$ cat src/rtl/usc_map.vh
// Register map, field positions and reset values of the serial control block
`ifndef USC_MAP_VH
`define USC_MAP_VH

// Register indices; byte address is four times the index
`define USC_IDX_RX_LOW        8'h00
`define USC_IDX_RX_HIGH       8'h01
`define USC_IDX_TX_LOW        8'h02
`define USC_IDX_TX_HIGH       8'h03
`define USC_IDX_IRQ_LINE      8'h05
`define USC_IDX_ENABLE_RECEIVER_SPEED_SELECT 8'h06
`define USC_IDX_FRAME_FORMAT  8'h07
`define USC_IDX_EVENT_STATUS  8'h10

// Reset values
`define USC_RST_IRQ_LINE      8'h00
`define USC_RST_ENABLE_RECEIVER_SPEED_SELECT 8'h00
`define USC_RST_FRAME_FORMAT  8'h03

// Writable bit masks; masked bits are reserved and read as zero
`define USC_MASK_IRQ_LINE      8'hfd
`define USC_MASK_ENABLE_RECEIVER_SPEED_SELECT 8'hdf

// Interrupt and line control fields
`define USC_BIT_RXC_IE   7
`define USC_BIT_TXC_IE   6
`define USC_BIT_DRE_IE   5
`define USC_BIT_RXS_IE   4
`define USC_BIT_LOOPBACK 3
`define USC_BIT_ABE_IE   2
`define USC_BIT_RS485    0

// Enable and receiver mode fields
`define USC_BIT_RX_ON     7
`define USC_BIT_TX_ON     6
`define USC_BIT_SFD_EN    4
`define USC_BIT_OPEN_DRN  3
`define USC_BIT_MULTINODE 0

// Encodings
`define USC_RXM_NORMAL   2'h0
`define USC_RXM_DOUBLE   2'h1
`define USC_RXM_GENERIC  2'h2
`define USC_RXM_LIN      2'h3
`define USC_CM_ASYNC     2'h0
`define USC_CM_SYNC      2'h1
`define USC_CM_INFRARED  2'h2
`define USC_CM_HOST_SPI  2'h3
`define USC_PAR_EVEN     2'h2
`define USC_PAR_ODD      2'h3
`define USC_CS_9_LOW     3'h6
`define USC_CS_9_HIGH    3'h7

`endif

$ cat src/rtl/usc_ctrl.v
// Control and configuration registers of the serial transceiver, AHB-Lite slave
//
// Decided for this implementation: the AHB-Lite register port.
`timescale 1ns/1ps
`include "usc_map.vh"

module usc_ctrl (
  input  wire        clk,
  input  wire        rst_n,
  input  wire        hsel,
  input  wire [31:0] haddr,
  input  wire [1:0]  htrans,
  input  wire        hwrite,
  input  wire [2:0]  hsize,
  input  wire [31:0] hwdata,
  input  wire        hready,
  output reg         hreadyout,
  output reg  [31:0] hrdata,
  output reg         hresp,
  input  wire        rx_complete_flag,
  input  wire        tx_complete_flag,
  input  wire        tx_buffer_empty_flag,
  input  wire        rx_start_flag,
  input  wire        sync_field_error_flag,
  output reg         rx_complete_irq,
  output reg         tx_complete_irq,
  output reg         tx_buffer_empty_irq,
  output reg         rx_start_irq,
  output reg         autobaud_error_irq,
  input  wire [8:0]  rx_data,
  output reg         rx_advance,
  output reg  [8:0]  tx_data,
  output reg         tx_advance,
  input  wire        rxd_in,
  input  wire        tx_serial,
  output reg         rx_serial,
  output reg         txd_out,
  output reg         txd_oe,
  output reg         rs485_mode,
  output reg         receiver_on,
  output reg         transmitter_on,
  output reg         frame_start_detect_enable,
  output reg         multi_node_mode,
  output reg         double_speed,
  output reg         generic_autobaud,
  output reg         lin_constrained_autobaud,
  output reg  [1:0]  comm_mode_select,
  output reg         host_spi_mode,
  output reg         infrared_mode,
  output reg         sync_mode,
  output reg         parity_enable,
  output reg         parity_odd,
  output reg         stop_bit_count,
  output reg  [3:0]  data_bits,
  output reg         nine_bit_low_first,
  output reg         nine_bit_high_first,
  output reg         spi_lsb_first,
  output reg         spi_sample_trailing
);

  // Byte that moves the data buffer for a given character size
  function adv_on_high;
    input [2:0] size;
    begin
      adv_on_high = (size == `USC_CS_9_LOW);
    end
  endfunction

  // Word index from a byte address; upper address bits must be zero
  function [8:0] word_index;
    input [31:0] addr;
    begin
      if (addr[31:10] != 22'h0 || addr[1:0] != 2'h0) begin
        word_index = 9'h1ff;
      end else begin
        word_index = {1'b0, addr[9:2]};
      end
    end
  endfunction

  reg  [7:0] irq_line;
  reg  [7:0] enable_receiver_speed_select;
  reg  [7:0] frame_format;
  reg        wr_pend;
  reg        rd_pend;
  reg  [8:0] acc_idx;
  reg  [31:0] next_rdata;

  wire       take = hsel & hready & htrans[1];
  wire [2:0] char_size = frame_format[2:0];
  wire [1:0] mode_field = frame_format[7:6];

  // Address phase capture; reads get one wait state so that a write just
  // before them is already visible in the returned word
  always @(posedge clk) begin
    if (!rst_n) begin
      wr_pend   <= 1'b0;
      rd_pend   <= 1'b0;
      acc_idx   <= 9'h000;
      hreadyout <= 1'b1;
      hresp     <= 1'b0;
    end else begin
      if (take) begin
        wr_pend <= hwrite;
        rd_pend <= ~hwrite;
        acc_idx <= word_index(haddr);
        hreadyout <= hwrite;
      end else if (hready) begin
        wr_pend <= 1'b0;
        rd_pend <= 1'b0;
        hreadyout <= 1'b1;
      end else begin
        wr_pend <= 1'b0;
        rd_pend <= 1'b0;
        hreadyout <= 1'b1;
      end
    end
  end

  // Read mux for the single wait cycle
  always @* begin
    next_rdata = 32'h00000000;
    if (acc_idx == {1'b0, `USC_IDX_RX_LOW}) begin
      next_rdata = {24'h000000, rx_data[7:0]};
    end else if (acc_idx == {1'b0, `USC_IDX_RX_HIGH}) begin
      next_rdata = {31'h0, rx_data[8]};
    end else if (acc_idx == {1'b0, `USC_IDX_TX_LOW}) begin
      next_rdata = {24'h000000, tx_data[7:0]};
    end else if (acc_idx == {1'b0, `USC_IDX_TX_HIGH}) begin
      next_rdata = {31'h0, tx_data[8]};
    end else if (acc_idx == {1'b0, `USC_IDX_IRQ_LINE}) begin
      next_rdata = {24'h000000, irq_line};
    end else if (acc_idx == {1'b0, `USC_IDX_ENABLE_RECEIVER_SPEED_SELECT}) begin
      next_rdata = {24'h000000, enable_receiver_speed_select};
    end else if (acc_idx == {1'b0, `USC_IDX_FRAME_FORMAT}) begin
      // Host SPI layout shows only mode, data order and clock phase
      if (mode_field == `USC_CM_HOST_SPI) begin
        next_rdata = {24'h000000, frame_format & 8'hc6};
      end else begin
        next_rdata = {24'h000000, frame_format};
      end
    end else if (acc_idx == {1'b0, `USC_IDX_EVENT_STATUS}) begin
      next_rdata = {22'h0,
                    rx_complete_irq, tx_complete_irq, tx_buffer_empty_irq,
                    rx_start_irq, autobaud_error_irq,
                    rx_complete_flag, tx_complete_flag, tx_buffer_empty_flag,
                    rx_start_flag, sync_field_error_flag};
    end
  end

  always @(posedge clk) begin
    if (!rst_n) begin
      hrdata <= 32'h00000000;
    end else if (rd_pend) begin
      hrdata <= next_rdata;
    end
  end

  // Register writes in the data phase
  always @(posedge clk) begin
    if (!rst_n) begin
      irq_line      <= `USC_RST_IRQ_LINE;
      enable_receiver_speed_select <= `USC_RST_ENABLE_RECEIVER_SPEED_SELECT;
      frame_format  <= `USC_RST_FRAME_FORMAT;
      tx_data       <= 9'h000;
    end else if (wr_pend) begin
      if (acc_idx == {1'b0, `USC_IDX_IRQ_LINE}) begin
        irq_line <= hwdata[7:0] & `USC_MASK_IRQ_LINE;
      end else if (acc_idx == {1'b0, `USC_IDX_ENABLE_RECEIVER_SPEED_SELECT}) begin
        enable_receiver_speed_select <= hwdata[7:0] & `USC_MASK_ENABLE_RECEIVER_SPEED_SELECT;
      end else if (acc_idx == {1'b0, `USC_IDX_FRAME_FORMAT}) begin
        frame_format <= hwdata[7:0];
      end else if (acc_idx == {1'b0, `USC_IDX_TX_LOW}) begin
        tx_data[7:0] <= hwdata[7:0];
      end else if (acc_idx == {1'b0, `USC_IDX_TX_HIGH}) begin
        tx_data[8] <= hwdata[0];
      end
    end
  end

  // Buffer advance strobes, one cycle wide
  always @(posedge clk) begin
    if (!rst_n) begin
      rx_advance <= 1'b0;
      tx_advance <= 1'b0;
    end else begin
      rx_advance <= 1'b0;
      tx_advance <= 1'b0;
      if (rd_pend) begin
        if (adv_on_high(char_size)) begin
          rx_advance <= (acc_idx == {1'b0, `USC_IDX_RX_HIGH});
        end else begin
          rx_advance <= (acc_idx == {1'b0, `USC_IDX_RX_LOW});
        end
      end
      if (wr_pend) begin
        if (adv_on_high(char_size)) begin
          tx_advance <= (acc_idx == {1'b0, `USC_IDX_TX_HIGH});
        end else begin
          tx_advance <= (acc_idx == {1'b0, `USC_IDX_TX_LOW});
        end
      end
    end
  end

  // Interrupt requests follow enable and flag as levels
  always @(posedge clk) begin
    if (!rst_n) begin
      rx_complete_irq     <= 1'b0;
      tx_complete_irq     <= 1'b0;
      tx_buffer_empty_irq <= 1'b0;
      rx_start_irq        <= 1'b0;
      autobaud_error_irq  <= 1'b0;
    end else begin
      rx_complete_irq     <= irq_line[`USC_BIT_RXC_IE] & rx_complete_flag;
      tx_complete_irq     <= irq_line[`USC_BIT_TXC_IE] & tx_complete_flag;
      tx_buffer_empty_irq <= irq_line[`USC_BIT_DRE_IE] & tx_buffer_empty_flag;
      rx_start_irq        <= irq_line[`USC_BIT_RXS_IE] & rx_start_flag;
      autobaud_error_irq  <= irq_line[`USC_BIT_ABE_IE] & sync_field_error_flag;
    end
  end

  // Serial line steering; idle level is high on both lines
  always @(posedge clk) begin
    if (!rst_n) begin
      rx_serial <= 1'b1;
      txd_out   <= 1'b1;
      txd_oe    <= 1'b0;
    end else begin
      if (!enable_receiver_speed_select[`USC_BIT_RX_ON]) begin
        rx_serial <= 1'b1;
      end else if (irq_line[`USC_BIT_LOOPBACK]) begin
        rx_serial <= tx_serial;
      end else begin
        rx_serial <= rxd_in;
      end
      // Pin keeps driving in loop-back so frames stay visible outside
      txd_out <= enable_receiver_speed_select[`USC_BIT_TX_ON] ? tx_serial : 1'b1;
      if (!enable_receiver_speed_select[`USC_BIT_TX_ON]) begin
        txd_oe <= 1'b0;
      end else if (enable_receiver_speed_select[`USC_BIT_OPEN_DRN]) begin
        // Only a low is driven, so a shared one-wire line is never fought
        txd_oe <= ~tx_serial;
      end else begin
        txd_oe <= 1'b1;
      end
    end
  end

  // Decoded configuration towards the engines
  always @(posedge clk) begin
    if (!rst_n) begin
      rs485_mode                <= 1'b0;
      receiver_on               <= 1'b0;
      transmitter_on            <= 1'b0;
      frame_start_detect_enable <= 1'b0;
      multi_node_mode           <= 1'b0;
      double_speed              <= 1'b0;
      generic_autobaud          <= 1'b0;
      lin_constrained_autobaud  <= 1'b0;
      comm_mode_select          <= `USC_CM_ASYNC;
      host_spi_mode             <= 1'b0;
      infrared_mode             <= 1'b0;
      sync_mode                 <= 1'b0;
      parity_enable             <= 1'b0;
      parity_odd                <= 1'b0;
      stop_bit_count            <= 1'b0;
      data_bits                 <= 4'h8;
      nine_bit_low_first        <= 1'b0;
      nine_bit_high_first       <= 1'b0;
      spi_lsb_first             <= 1'b0;
      spi_sample_trailing       <= 1'b0;
    end else begin
      rs485_mode <= irq_line[`USC_BIT_RS485];
      receiver_on <= enable_receiver_speed_select[`USC_BIT_RX_ON];
      transmitter_on <= enable_receiver_speed_select[`USC_BIT_TX_ON];
      frame_start_detect_enable <= enable_receiver_speed_select[`USC_BIT_SFD_EN];
      multi_node_mode <= enable_receiver_speed_select[`USC_BIT_MULTINODE];
      // Speed modes are passed as written; keeping them normal in
      // async and infrared is left to software
      double_speed <= (enable_receiver_speed_select[2:1] == `USC_RXM_DOUBLE);
      generic_autobaud <= (enable_receiver_speed_select[2:1] == `USC_RXM_GENERIC);
      lin_constrained_autobaud <= (enable_receiver_speed_select[2:1] == `USC_RXM_LIN);
      comm_mode_select <= mode_field;
      host_spi_mode <= (mode_field == `USC_CM_HOST_SPI);
      infrared_mode <= (mode_field == `USC_CM_INFRARED);
      sync_mode <= (mode_field == `USC_CM_SYNC);
      if (mode_field == `USC_CM_HOST_SPI) begin
        parity_enable       <= 1'b0;
        parity_odd          <= 1'b0;
        stop_bit_count      <= 1'b0;
        data_bits           <= 4'h8;
        nine_bit_low_first  <= 1'b0;
        nine_bit_high_first <= 1'b0;
        spi_lsb_first       <= frame_format[2];
        spi_sample_trailing <= frame_format[1];
      end else begin
        // Reserved parity code behaves as parity disabled
        parity_enable <= (frame_format[5:4] == `USC_PAR_EVEN) |
                         (frame_format[5:4] == `USC_PAR_ODD);
        parity_odd <= (frame_format[5:4] == `USC_PAR_ODD);
        stop_bit_count <= frame_format[3];
        // Reserved sizes fall back to eight bits
        if (char_size[2] == 1'b0) begin
          data_bits <= {1'b0, char_size} + 4'h5;
        end else if (char_size[1] == 1'b1) begin
          data_bits <= 4'h9;
        end else begin
          data_bits <= 4'h8;
        end
        nine_bit_low_first  <= (char_size == `USC_CS_9_LOW);
        nine_bit_high_first <= (char_size == `USC_CS_9_HIGH);
        spi_lsb_first       <= 1'b0;
        spi_sample_trailing <= 1'b0;
      end
    end
  end

endmodule

$ cat config.mk
export PLATFORM = sky130hd
export DESIGN_NAME = usc_ctrl
export DESIGN_NICKNAME = d
export VERILOG_FILES = /design/src/rtl/usc_ctrl.v
export VERILOG_INCLUDE_DIRS = /design/src /design/src/rtl
export SDC_FILE = /design/constraint.sdc
export NUM_CORES = 1
export LEC_CHECK = 0
export BUFFER_PORTS_ARGS = -buffer_cell sky130_fd_sc_hd__buf_4
export CORE_MARGIN = 4
export CORE_UTILIZATION = 40
export CTS_CLUSTER_SIZE = 30
export DETAILED_ROUTE_END_ITERATION = 12
export PLACE_DENSITY = 0.7
export SYNTH_ARGS = -nofsm -noshare
export SYNTH_HDL_FRONTEND = slang
export SYNTH_SLANG_ARGS = --single-unit
$ cat constraint.sdc
create_clock -name clk -period 5.56 [get_ports clk]
set_clock_uncertainty 0.15 [all_clocks]
set_input_delay 0.556 -clock clk [delete_from_list [all_inputs] [get_ports clk]]
set_output_delay 0.556 -clock clk [all_outputs]
set_load 0.01 [all_outputs]
==> results of run 1 <==
report_power, final:
group,internal [mW],switching [mW],total (mW)
Combinational,0.0512,0.0509,0.102
Sequential,0.628,0.00946,0.637
Clock,0.295,0.225,0.521
Total,0.974,0.286,1.26
kinds of logic after synthesis:
logic type                 Yosys count  share of synthesized area (%)
and+or+nand+nor                    129                           19.6
AOI/OAI and AO/OA                   71                           14.1
xor gates and xnor gates             1                          0.239
other                                1                          0.102
adders and majority gates            3                           1.02
buffers and inverters               52                           8.04
DFF                                 87                           47.4
muxes                               33                           9.37
through the flow:
step	power [mW]	hold WS (ns)	instances	worst slack (ns)	instance area (µm²)
5_1_grt	1.30	0.225	593	2.88	4730
4_1_cts	1.26	0.214	593	3.04	4730
3_3_place_gp	0.752	0.301	578	3.09	4490
3_5_place_dp	0.753	0.310	578	3.05	4490
2_1_floorplan	0.712	0.281	399	3.75	3750
6_report	1.26	0.223	593	3.04	4730
state kept, by name, summed over array words and instances, names as in the netlist, 2 cells and up:
register and count:
data_bits 4, hrdata 10, irq_line 7, enable_receiver_speed_select 7, acc_idx 9, frame_format 8, comm_mode_select 2, tx_data 9
worst paths after layout:
path,start,endpoint,slack [ns]
setup / recovery,acc_idx[0]$_SDFFE_PN0P_,hrdata[5]$_SDFFE_PN0P_,3.04
hold / removal,hwrite,rd_pend$_SDFF_PN0_,0.22
setup reg to reg,acc_idx[0]$_SDFFE_PN0P_,hrdata[5]$_SDFFE_PN0P_,3.04
hold reg to reg,hrdata[9]$_SDFFE_PN0P_,hrdata[9]$_SDFFE_PN0P_,0.32
placed cells by master, fill, tap and decap left out, types with 2 or more instances in the layout:
cell        Yosys  final
o211ai_1        2      2
a22oi_1         4      4
a32oi_1         2      2
buf_4          23    117
dfxtp_1        87     87
nand3_2         2      2
o2111ai_1       2      2
a21oi_1        12     12
nand2b_1        2      2
nand4_1         2      2
and2_1         12     12
nor2_1         10     10
a21boi_0        9      9
o221a_2        13     13
ha_1            3      3
conb_1          1     23
nor4_1          7      7
a31oi_1         3      3
bufinv_16       0      3
and3_1         15     15
mux2i_1        31     31
inv_1           6      6
o211a_1         2      2
clkinvlp_4      0      2
nor3_1          4      4
clkbuf_8        0      9
nor2b_1        26     26
a21o_1          3      3
nand2_1        31     31
nand3_1        10     10
o21ai_0        17     17
layout make-up:
cell class / instances / area share [%]
tap: 108 / 2.86
inverter: 6 / 0.476
clock buffer: 9 / 2.62
sequential: 87 / 36.8
timing repair buffer: 117 / 18.6
multi-input combinational: 260 / 36.3
clock inverter: 6 / 2.33
metal layers:
metal | part of all wire, % | track usage, % | vias up | wire, µm
met3 | 6.0 | 3.86 | 14 | 585
met5 | 0 | 0 | - | 0
met4 | 1.8 | 6.65 | 0 | 174
li1 | - | - | 1506 | -
met1 | 43 | 22.3 | 1453 | 4170
met2 | 49 | 28.4 | 100 | 4750
critical path, delay by kind of cell (launching register included):
| family | cells | cell delay (ns) |
|---|---|---|
| compound gates | 3 | 0.57 |
| flops | 1 | 0.59 |
| simple gates | 2 | 1.17 |
==> flow_metrics.tcl, run 1 <==
set metrics [dict create \
    status "completed" \
    synth-edff-count 0 \
    crit_path_start_kind "flip-flop" \
    clock_latency_ns 0.35 \
    postCtsHoldBufs 0 \
    cp.required_ns 5.71 \
    tns_ns 0 \
    r2r_cells 5 \
    crit_chain "or4_1 > and4bb_1 > a32oi_1 > a21oi_1 > o221a_2" \
    die_area_mm2 0.0108 \
    post-synth-top-count-cell "dfxtp_1" \
    cts_root_buf "clkbuf_8" \
    cp_slowest_cell "or4_1" \
    numPortBuffers 115 \
    postSynthCellCount 377 \
    wl_per_cell_um 16.3 \
    cts_made_buffers 9 \
    htreeDepth 3 \
    multi_input_area_mm2 0.00172 \
    die_w_um 104 \
    drt-initial-drc-count 192 \
    dieHeight_um 104 \
    synthTopCellsByCount "87 x dfxtp_1, 31 x mux2i_1, 31 x nand2_1" \
    cap_viol_max_count 0 \
    synth.distinct_cells 44 \
    synth.top_cell.area_share_pct 47.4 \
    nets 574 \
    ys_seq_area_share_pct 47.4 \
    ys.flop_type "dfxtp_1" \
    worstMarginPinSlew_ns 0.841 \
    p_per_area_mw_per_mm2 266 \
    worstSetupPathType "flip-flop to flip-flop" \
    io_pins 167 \
    drive_above_1_share_pct 31.1 \
    finalCritPeriodShare_pct 45.4 \
    grtUsageTotal_pct 17.3 \
    routed_wl_mm 9.67 \
    finalCriticalPeriod_ns 2.52 \
    grt_pass1_vias 2943 \
    postCtsSetupBuffers 0 \
    hp-class "primary input to flip-flop" \
    arrival_ns 2.68 \
    synth_area_per_cell_um2 9.74 \
    leakagePower_nw 2.19 \
    ys_top_cells_by_area "dfxtp_1 47%, mux2i_1 8.5%, buf_4 4.7%" \
    critPathCaptureType "flip-flop" \
    slowest_delay_ns 0.60 \
    clkTransAtPathRegs_ns 0.09 \
    rsz0062_at_grt "false" \
    grt_overflow_total 0 \
    cts.sinks 87 \
    ys_ff_latch 87 \
    avgViaCountPerCell 5.18 \
    fmax_ghz 0.396 \
    nFillCells 824 \
    async_flop_share_pct 0 \
    path_max_fanout 23 \
    diodes 0 \
    ant_nets 0 \
    syn_to_final_growth_pct 28.8 \
    ir_drop_mv 0.149 \
    grt_start_max_net_pins 75 \
    rows 34 \
    utilization_pct 53.7 \
    hpwl_mm 7.16 \
    register_area_mm2 0.00174 \
    netlist_area_mm2 0.00367 \
    antenna_found_initial 0 \
    yosys_warnings 0 \
    hold_path_depth 2 \
    drt_pass1_iterations 5 \
    core_mm2 0.00881 \
    cts_tree "built" \
    drc 0 \
    cts_buffer_depth 2 \
    slew_violations 0 \
    gp_congestion 0.862 \
    slew_headroom_pct 43.8 \
    start_util_pct 41.7 \
    hold_viol_final 0 \
    cts_resized 0 \
    final-setup-viol-count 0 \
    grt_pass1_wl_mm 15.2 \
    yosysTopAreaCell "dfxtp_1" \
    vias 3073 \
]
Note: power is estimated with default switching activity, not from simulation.
==> run 2: changes to the inputs <==
- clock period: 5.56 -> 2.55 ns (I/O delays scaled with it)
==> flow_metrics.tcl, run 2 (same netlist as run 1, synthesis figures left out) <==
set metrics [dict create \
    syn_to_final_growth_pct 30.9 \
    grt_pass1_vias 2978 \
    clkTransAtPathRegs_ns 0.09 \
    core_mm2 0.00881 \
    grtUsageTotal_pct 17.7 \
    power_mw 2.70 \
    final_common_cell "buf_4" \
    hold_viol_final 0 \
    arrival_ns 2.29 \
    avgViaCountPerCell 5.10 \
    clock_latency_ns 0.36 \
    final_area_mm2 0.00481 \
    hpwl_mm 7.23 \
    vias 3081 \
    grt_pass1_wl_mm 15.3 \
    leakagePower_nw 2.24 \
    dieHeight_um 104 \
    grt_start_max_net_pins 51 \
    crit_chain "or4_1 > and4bb_1 > a22oi_1 > a21oi_1 > o221a_2" \
    placed_cells 582 \
    htreeDepth 3 \
    ant_nets 0 \
    ir_drop_mv 0.302 \
    rsz0062_at_grt "false" \
    finalCriticalPeriod_ns 2.13 \
    critPathTopFamily "simple AND/OR/NAND/NOR gates" \
    placed_area_mm2 0.00452 \
    crit_path_start_kind "flip-flop" \
    wl_per_cell_um 16.2 \
    final-setup-viol-count 0 \
    hp-class "primary input to flip-flop" \
    start_util_pct 41.7 \
    reg_top3 "hrdata x10, acc_idx x9, tx_data x9" \
    die_w_um 104 \
    largest_reg_flops 10 \
    status "completed" \
    numPortBuffers 115 \
    rows 34 \
    tns_ns 0 \
    diodes 0 \
    path_max_fanout 10 \
    utilization_pct 54.6 \
    cp_slowest_cell "or4_1" \
    nets 584 \
    routed_wl_mm 9.81 \
    worstSetupPathType "flip-flop to flip-flop" \
    gp_congestion 0.845 \
    slew_headroom_pct 55.9 \
    p_per_area_mw_per_mm2 561 \
    top_register "hrdata" \
    cts_buffer_depth 2 \
    finalCritPeriodShare_pct 83.7 \
    cts.sinks 87 \
    antenna_found_initial 0 \
    drt-initial-drc-count 182 \
    worstMarginPinSlew_ns 0.660 \
    drt_pass1_iterations 5 \
    io_pins 167 \
    critPathCaptureType "flip-flop" \
    cap_viol_max_count 0 \
    die_area_mm2 0.0108 \
    cts_made_buffers 9 \
    fmax_ghz 0.468 \
    cts_tree "built" \
    slew_violations 0 \
    slowest_delay_ns 0.53 \
    fin_cells 604 \
    cts_root_buf "clkbuf_8" \
    final_cell_mix "121 x buf_4, 87 x dfxtp_1, 31 x mux2i_1, 31 x nand2_1, 26 x nor2b_1" \
    grt_overflow_total 0 \
    cp.required_ns 2.71 \
    drc 0 \
    drive_above_1_share_pct 31.3 \
    path_buf_inv 0 \
]
[run 2: changes by cell type in the layout (fill, tap and decap cells not counted)]
cell	previous run	this run
buf_4	117	121
bufinv_16	3	2
clkbuf_1	0	1
clkbuf_8	9	10
clkinv_4	0	1
clkinvlp_4	2	1
dlygate4sd3_1	0	6
[run 2: final timing paths]
path                                           startpoint                       endpoint  slack, ns  cells past startpoint
min reg2reg  enable_receiver_speed_select[1]$_SDFFE_PN0P_    generic_autobaud$_SDFF_PN0_       0.32                      1
max reg2reg                       acc_idx[6]$_SDFFE_PN0P_         hrdata[6]$_SDFFE_PN0P_       0.42                      5
min                                 sync_field_error_flag  autobaud_error_irq$_SDFF_PN0_       0.01                      2
max                               acc_idx[6]$_SDFFE_PN0P_         hrdata[6]$_SDFFE_PN0P_       0.42                      5
[run 2: metrics by stage]
step / hold WS, ns / worst slack, ns
after floorplan: 0.188 / 0.745
after global placement: 0.284 / 0.427
after detailed placement: 0.292 / 0.413
after CTS: 0.00109 / 0.399
after global routing: 0.00730 / 0.275
final: 0.0110 / 0.415
[run 2: metal layers]
layer	share of wire, %	track usage (%)	wire length, µm
met1	45	23.7	4420
met2	49	28.1	4770
met3	4.8	3.42	467
met4	1.6	7.03	152
met5	0	0	0
[run 2: final cells by class]
type / count / area [µm²]
well taps: 108 / 135
multi-input cells: 260 / 1720
fillers: 818 / 4000
repair buffers: 127 / 968
flip-flops and latches: 87 / 1740
clock inverters: 5 / 81.3
clock buffers: 11 / 141
inverters: 6 / 22.5
[run 2: what timing repair did]
item / 4_1_cts / 5_1_grt
endpoints found under the setup margin: 0 / 0
hold buffers: 6 / 0
gates resized for setup: 0 / 0
hold endpoints to repair: 9 / 0
buffers inserted: 0 / 0
[run 2: power by group]
part | leakage, nW | total (mW) | switching, mW | internal [mW]
logic | 1.42 | 0.244 | 0.122 | 0.122
registers | 0.702 | 1.38 | 0.0135 | 1.37
clock network | 0.110 | 1.07 | 0.492 | 0.579
[run 2: worst register-to-register path: cells and delay by family (launching register included)]
family           cells  cell delay [ns]
AND/OR/NAND/NOR      2             1.06
AO/OA/AOI/OAI        3             0.54
flip-flops           1             0.33
